===== src/core/acw_pkg.sv =====
// Purpose: constants for the auto conversion window monitor
// Assumes: 40 MHz clk, 8-bit register port
// Notes:   register offsets are indices on the plain port
//
// Overview of operation
// - when the period counter reaches the chosen interval a conversion request goes out with no software help.
// - interval_select picks 4 ms for code 000, doubling per step, up to 512 ms for code 111.
// - a result outside the lower..upper window increments the 3-bit event counter by one.
// - when the event counter equals the threshold an interrupt is raised and the counter clears to zero.
// - event_threshold codes 00, 01, 10, 11 mean one, two, four and seven events.
// - auto_conv_enable in bit 7 of auto_conv_control runs the period counter; clearing it stops conversions.
// - the upper limit keeps bits 9..2 in upper_limit_high and bits 1..0 in bits 7..6 of upper_limit_low.
// - the lower limit uses the same split in lower_limit_high and lower_limit_low.
// - bits without a function read as zero and ignore writes.
// - turn_on_timing_disable in bit 5 of auto_conv_control: 0 enables turn-on timing, 1 disables it.
// - trigger, compare and counting keep running while the cpu sleeps so the interrupt can wake it.
// - the event counter in bits 6..4 of event_count_config is software readable and writable.
// - each conversion takes 14 converter clocks, 4 sampling and 10 converting, and the full 10-bit result is compared.
package acw_pkg;
    localparam int unsigned CLK_HZ          = 40_000_000;
    localparam int unsigned BASE_MS         = 4;
    localparam int unsigned BASE_CYC        = CLK_HZ / 1000 * BASE_MS;
    localparam int unsigned ADC_SAMPLE_CYC  = 4;
    localparam int unsigned ADC_CONV_CYC    = 10;
    localparam int unsigned ADC_TOTAL_CYC   = ADC_SAMPLE_CYC + ADC_CONV_CYC;
    localparam int unsigned CNT_W           = 32;

    localparam logic [3:0] OFS_CTRL     = 4'h0;
    localparam logic [3:0] OFS_EVCFG    = 4'h1;
    localparam logic [3:0] OFS_UL_LO    = 4'h2;
    localparam logic [3:0] OFS_UL_HI    = 4'h3;
    localparam logic [3:0] OFS_LL_LO    = 4'h4;
    localparam logic [3:0] OFS_LL_HI    = 4'h5;
    localparam logic [3:0] OFS_IRQ_STAT = 4'h6;
    localparam logic [3:0] OFS_IRQ_EN   = 4'h7;
    localparam logic [3:0] OFS_IRQ_CLR  = 4'h8;

    localparam int unsigned CTRL_EN_BIT  = 7;
    localparam int unsigned CTRL_TOD_BIT = 5;
    localparam int unsigned EVC_LSB      = 4;
    localparam int unsigned LO_LSB       = 6;
    localparam int unsigned IRQ_THR_BIT  = 0;
    localparam int unsigned IRQ_OUT_BIT  = 1;

    localparam logic [7:0] RST_BYTE = 8'h00;
    localparam logic [2:0] THR_1 = 3'h1;
    localparam logic [2:0] THR_2 = 3'h2;
    localparam logic [2:0] THR_4 = 3'h4;
    localparam logic [2:0] THR_7 = 3'h7;

    typedef enum logic [1:0] {
        ACW_IDLE = 2'b00,
        ACW_CONV = 2'b01,
        ACW_EVAL = 2'b10
    } acw_state_e;
endpackage


===== src/core/acw_monitor.sv =====
// Purpose: periodic auto conversion trigger with window compare and events
// Assumes: converter answers each start with a done pulse and a result
// Notes:   one clock domain; keeps running while the cpu sleeps
//
// Decided for this implementation: the register addresses and the plain strobed port.
`timescale 1ns/1ps
`default_nettype none
module acw_monitor
    import acw_pkg::*;
#(
    parameter int unsigned BASE_CYCLES = BASE_CYC,
    parameter int unsigned CONV_CYCLES = ADC_TOTAL_CYC
) (
    input  wire logic        clk,
    input  wire logic        arst_n,
    input  wire logic        clk_en,
    input  wire logic [3:0]  reg_addr,
    input  wire logic [7:0]  reg_wdata,
    input  wire logic        reg_wr,
    input  wire logic        reg_rd,
    output logic      [7:0]  reg_rdata,
    output logic             adc_power,
    output logic             adc_start,
    output logic             turn_on_timing_disable,
    input  wire logic        adc_done,
    input  wire logic [9:0]  adc_result,
    output logic             irq
);

    // ******************************************************
    // helpers
    // ******************************************************
    function automatic logic [CNT_W-1:0] period_cycles(input logic [2:0] sel);
        period_cycles = CNT_W'(BASE_CYCLES) << sel;
    endfunction

    function automatic logic [2:0] thr_count(input logic [1:0] code);
        case (code)
            2'b00:   thr_count = THR_1;
            2'b01:   thr_count = THR_2;
            2'b10:   thr_count = THR_4;
            default: thr_count = THR_7;
        endcase
    endfunction

    // ******************************************************
    // state
    // ******************************************************
    typedef struct packed {
        logic              en;
        logic              tod;
        logic [2:0]        interval_select;
        logic [2:0]        event_counter;
        logic [1:0]        event_threshold;
        logic [9:0]        upper;
        logic [9:0]        lower;
        logic [1:0]        irq_stat;
        logic [1:0]        irq_en;
        logic [CNT_W-1:0]  period;
        logic [CNT_W-1:0]  wdog;
        acw_state_e        st;
        logic [9:0]        result;
        logic              start;
        logic              power;
        logic [7:0]        rdata;
    } acw_s;

    acw_s s_q;
    acw_s s_d;

    logic outside;
    logic [2:0] ev_next;
    logic ev_hit;

    // ******************************************************
    // next state
    // ******************************************************
    always_comb begin
        s_d = s_q;
        s_d.start = 1'b0;
        s_d.rdata = RST_BYTE;
        outside = (adc_result > s_q.upper) || (adc_result < s_q.lower);
        ev_next = s_q.event_counter;
        ev_hit = 1'b0;

        // register writes
        if (reg_wr) begin
            case (reg_addr)
                OFS_CTRL: begin
                    s_d.en = reg_wdata[CTRL_EN_BIT];
                    s_d.tod = reg_wdata[CTRL_TOD_BIT];
                    s_d.interval_select = reg_wdata[2:0];
                end
                OFS_EVCFG: begin
                    s_d.event_counter = reg_wdata[EVC_LSB +: 3];
                    s_d.event_threshold = reg_wdata[1:0];
                end
                OFS_UL_LO: s_d.upper[1:0] = reg_wdata[LO_LSB +: 2];
                OFS_UL_HI: s_d.upper[9:2] = reg_wdata;
                OFS_LL_LO: s_d.lower[1:0] = reg_wdata[LO_LSB +: 2];
                OFS_LL_HI: s_d.lower[9:2] = reg_wdata;
                OFS_IRQ_EN: s_d.irq_en = reg_wdata[1:0];
                OFS_IRQ_CLR: s_d.irq_stat = s_q.irq_stat & ~reg_wdata[1:0];
                default: ;
            endcase
        end

        // reads: unused bits stay zero
        if (reg_rd) begin
            case (reg_addr)
                OFS_CTRL: begin
                    s_d.rdata[CTRL_EN_BIT] = s_q.en;
                    s_d.rdata[CTRL_TOD_BIT] = s_q.tod;
                    s_d.rdata[2:0] = s_q.interval_select;
                end
                OFS_EVCFG: begin
                    s_d.rdata[EVC_LSB +: 3] = s_q.event_counter;
                    s_d.rdata[1:0] = s_q.event_threshold;
                end
                OFS_UL_LO: s_d.rdata[LO_LSB +: 2] = s_q.upper[1:0];
                OFS_UL_HI: s_d.rdata = s_q.upper[9:2];
                OFS_LL_LO: s_d.rdata[LO_LSB +: 2] = s_q.lower[1:0];
                OFS_LL_HI: s_d.rdata = s_q.lower[9:2];
                OFS_IRQ_STAT: s_d.rdata[1:0] = s_q.irq_stat;
                OFS_IRQ_EN: s_d.rdata[1:0] = s_q.irq_en;
                default: s_d.rdata = RST_BYTE;
            endcase
        end

        // sequencer; no cpu input, so sleep does not stop it
        case (s_q.st)
            ACW_IDLE: begin
                s_d.power = 1'b0;
                if (!s_q.en) begin
                    s_d.period = '0;
                end else if (s_q.period + 1'b1 >= period_cycles(s_q.interval_select)) begin
                    s_d.period = '0;
                    s_d.start = 1'b1;
                    s_d.power = 1'b1;
                    s_d.wdog = '0;
                    s_d.st = ACW_CONV;
                end else begin
                    s_d.period = s_q.period + 1'b1;
                end
            end
            ACW_CONV: begin
                // period keeps counting so the interval stays exact
                s_d.period = s_q.period + 1'b1;
                s_d.wdog = s_q.wdog + 1'b1;
                if (adc_done) begin
                    s_d.result = adc_result;
                    s_d.st = ACW_EVAL;
                    if (outside) begin
                        ev_next = s_q.event_counter + 1'b1;
                    end
                    ev_hit = (ev_next == thr_count(s_q.event_threshold));
                    s_d.event_counter = ev_hit ? 3'h0 : ev_next;
                    s_d.power = 1'b0;
                end else if (!s_q.en) begin
                    s_d.st = ACW_IDLE;
                    s_d.power = 1'b0;
                end else if (s_q.wdog >=
                             period_cycles(s_q.interval_select)) begin
                    // a converter that never answers must not stall triggers
                    s_d.st = ACW_IDLE;
                    s_d.power = 1'b0;
                end
            end
            ACW_EVAL: begin
                s_d.period = s_q.period + 1'b1;
                s_d.st = ACW_IDLE;
            end
            default: s_d.st = ACW_IDLE;
        endcase

        // set wins over software clear
        if (ev_hit) begin
            s_d.irq_stat[IRQ_THR_BIT] = 1'b1;
        end
        if (adc_done && s_q.st == ACW_CONV && outside) begin
            s_d.irq_stat[IRQ_OUT_BIT] = 1'b1;
        end
    end

    // ******************************************************
    // registers
    // ******************************************************
    always_ff @(posedge clk or negedge arst_n) begin
        if (!arst_n) begin
            s_q <= '{st: ACW_IDLE, default: '0};
        end else if (clk_en) begin
            s_q <= s_d;
        end
    end

    assign reg_rdata = s_q.rdata;
    assign adc_start = s_q.start;
    assign adc_power = s_q.power;
    assign turn_on_timing_disable = s_q.tod;
    assign irq = |(s_q.irq_stat & s_q.irq_en);
endmodule
`default_nettype wire


===== config.mk =====
export PLATFORM = sky130hd
export DESIGN_NAME = acw_monitor
export DESIGN_NICKNAME = d
export VERILOG_FILES = /design/src/core/acw_pkg.sv /design/src/core/acw_monitor.sv
export SDC_FILE = /design/constraint.sdc
export NUM_CORES = 1
export LEC_CHECK = 0
export ABC_AREA = 1
export BUFFER_PORTS_ARGS = -buffer_cell sky130_fd_sc_hd__buf_2
export CORE_MARGIN = 5
export CORE_UTILIZATION = 35
export CTS_CLUSTER_DIAMETER = 50
export DETAILED_ROUTE_END_ITERATION = 12
export GPL_TIMING_DRIVEN = 0
export PLACE_DENSITY_LB_ADDON = 0.05
export SLEW_MARGIN = 40
export SYNTH_ARGS = -nofsm -noshare
export SYNTH_HDL_FRONTEND = slang
export SYNTH_SLANG_ARGS = --single-unit

===== constraint.sdc =====
create_clock -name clk -period 3.6 [get_ports clk]
set_input_delay 0.36 -clock clk [delete_from_list [all_inputs] [get_ports clk]]
set_output_delay 0.36 -clock clk [all_outputs]
set_load 0.1 [all_outputs]

==> results by group <==
Outcome
  – Outcome: completed

Critical path
  – Crit path kind: reg -> reg
  – WP data required: around 3.9 ns
  – Critical path peak fanout: 10
  – CP Data Arrival Time: about 3.5 ns
  – Worst Reg-to-Reg Cells: 24
  – Kind of end point of the critical path: flop
  – CP Launch Type: flop

Clocking
  – CTS tree: done
  – CTS Buf Count: 9
  – Number of H-tree levels: 3
  – Root buf cell: clkbuf_16
  – Clock buffer depth: 2
  – Worst-Skew Late Latency: about 0.36 ns
  – CTS Sinks: 110
  – Clock slew at reported path FFs: approximately 0.080 ns

Cells and area
  – Fillcell total: about 2,400
  – Layout cells sized above 1: 0.113
  – Nets: between 1,000 and 1,500
  – Antenna Cells: 0
  – Area grow syn2layout: 12.4%

Placement
  – Final HPWL DP: approximately 19,000 um
  – Post-Place Setup Slack: -0.232 ns
  – PortBufs: 39
  – Final GP Congestion: a little over 0.9

Routing
  – Top Layer Used: met4
  – Final wirelength: about 24,000 um
  – Vias per cell: slightly below 5
  – Avg WL per Cell: 15.7 um
  – Pre-antenna DRT Iters: 5
  – Met2 WL: around 11,000 um
  – Remaining DRCs: 0
  – Antenna-violating nets left: 0
  – Met1 Wirelength: ~12,000 um
  – Number of DRC markers in iteration 0: about 400
  – Via count: roughly 7,300
  – Met3 wire len: approximately 460 um

Yosys
  – Ys Warns: 0
  – Main flop type after synthesis: dfrtp_1
  – FFs w/ async S/R, synth: 1.00
  – Mean Syn Cell Area: approximately 7.2 um^2
  – Register area share after synthesis: 0.338
  – Yosys reg bits: 110
  – Synth top area share: 0.338
  – Mapped Cells: 1,134
  – Post-synth EDFFs: 0
  – Synth top cells by count: nand2_1 (340), inv_1 (136), dfrtp_1 (110)
  – Net Count, Synth: between 1,000 and 1,500
  – Mapped Area: 8140 um^2
  – Post-synth top area cell: dfrtp_1
  – Most common cell in the netlist: nand2_1
  – Top cells by area, synth: dfrtp_1 (34%), nand2_1 (16%), ha_1 (10%)
  – Netlist cell types: 43

GRT
  – First-pass GRT wire length: 38,600 um
  – Initial antenna violation count: 0
  – Largest net degree at the start of global routing: 59
  – GRT overflow: 0
  – GRT Util Overall: 0.183
  – Vias in the first global route: a little over 7,000

Timing
  – Tightest hold margin: roughly 0.22 ns
  – Final slew viol count: 0
  – Tmin final: between 3 and 4 ns
  – Layout Skew: about 0.0095 ns
  – Worst slew pin tran: approximately 0.75 ns
  – Final hold vios: 0
  – Setup ws final: 0.319 ns
  – Final number of setup-violating endpoints: 0
  – Slew margin rel.: 0.501
  – Fin crit share: 0.911
  – Max Fclk: roughly 300 MHz

Power and ir drop
  – Worst ir drop on vdd: 0.218 mV
  – P per Cell Area: approximately 350 nW/um^2
  – LEAKAGE: about 4.5 nW
  – Total power: around 3.2 mW

Die
  – Initial core utilization: 0.357
  – Die Width: about 160 um
  – Die ar.: about 26,000 um^2
  – Core ar.: 22,800 um^2
  – Row count: 55
  – Die Y: approximately 160 um
  – # IOs: 40

Min path
  – Cell depth of the worst hold path: 3
  – Worst Hold Class: in -> reg

Flow run
  – Max Cap Violations: 0
## layout make-up
type / count / area (um^2) / share of cell area
buffer: 30 / 195 / 0.0213
clock inverter: 6 / 67.6 / 0.00738
inverter: 140 / 526 / 0.0574
multi-input combinational: 854 / 4720 / 0.516
tap: 313 / 392 / 0.0428
clock buffer: 10 / 229 / 0.0250
sequential: 110 / 2750 / 0.301
timing repair buffer: 44 / 265 / 0.0290
## metal layers
layer,up-vias,GRT usage
met2,81,0.301
li1,3826,-
met1,3368,0.258
met5,-,0
met3,23,0.0218
met4,0,0.0469
## worst max-delay path, cell delays in order (launching register included)
cell and delay [ns]:
dfrtp_1 0.40, ha_1 0.21, nand2_1 0.06, inv_1 0.07, nand4_1 0.23, nor3_4 0.26, xnor2_1 0.15, inv_1 0.09
ha_1 0.28, nand2_1 0.05, nor2_1 0.13, nand4_1 0.10, nand3_1 0.11, nand2_1 0.06, nand3_1 0.09, nand2_1 0.06
nand2_1 0.05, nand2_1 0.04, nand2_1 0.08, nand2_2 0.11, nand3_4 0.13, nand2_8 0.10, buf_6 0.18, nand2_1 0.07
o21ai_2 0.05
## cell families after synthesis
logic type | after synthesis | synth area share
buffers and inverters | 170 | 0.0885
AOI/OAI and AO/OA | 159 | 0.123
DFF | 110 | 0.338
xor gates and xnor gates | 25 | 0.0269
adders and majority gates | 67 | 0.103
and+or+nand+nor | 603 | 0.320
## state kept, by name, summed over array words and instances, names as in the netlist
register / flops
reg_rdata: 8
adc_power: 1
turn_on_timing_disable: 1
adc_start: 1
s_q: 99
## cell usage in the layout, fill, tap and decap left out, types with 4 or more instances in the layout
| cell | n |
|---|---|
| dfrtp_1 | 109 |
| buf_4 | 13 |
| clkinv_1 | 4 |
| nand3b_1 | 11 |
| nand4_1 | 16 |
| nor2_1 | 82 |
| o21ai_0 | 56 |
| xnor2_1 | 7 |
| nor2_2 | 6 |
| buf_2 | 38 |
| clkbuf_1 | 15 |
| inv_1 | 136 |
| xor2_1 | 17 |
| a21oi_1 | 33 |
| o21ai_2 | 27 |
| ha_1 | 67 |
| o211ai_1 | 6 |
| clkbuf_16 | 9 |
| nor4_1 | 9 |
| buf_6 | 6 |
| nor3_1 | 23 |
| a211oi_1 | 4 |
| o21ai_1 | 4 |
| nand3_1 | 91 |
| o22ai_1 | 8 |
| or2_2 | 14 |
| nand2_1 | 339 |
## final timing paths
path                               from            to  slack [ns]
max reg2reg                     s_q[54]       s_q[31]        0.32
min in group asynchronous        arst_n       s_q[43]        0.49
min                        reg_wdata[6]      s_q[100]        0.22
min reg2reg                reg_rdata[6]  reg_rdata[6]        0.49
max in group asynchronous        arst_n       s_q[90]        2.47
max                             s_q[54]       s_q[31]        0.32
## where the power goes
group	leakage [nW]	switching (mW)	internal (mW)
sequential	1.50	0.0877	1.32
combinational	2.85	0.516	0.248
clock	0.144	0.537	0.493
## per-stage QoR
stage	utilization	setup TNS, ns	cells	instance area [um^2]
3_3_place_gp	0.383	-8.07	1486	8730
2_1_floorplan	-	0	1134	8140
6_report	0.402	0	1507	9150
3_5_place_dp	0.385	-8.78	1487	8760
4_1_cts	0.399	0	1504	9080
5_1_grt	0.402	-0.149	1507	9150
## timing repair
action | CTS | global route
buffers inserted | 0 | 3
endpoints found under the hold margin | 52 | 0
gates cloned | 0 | 0
setup endpoints to repair | 58 | 58
pin swaps | 0 | 3
hold buffers | 1 | 0
resized for setup | 4 | 10
Power figures use the tool's default switching activity.
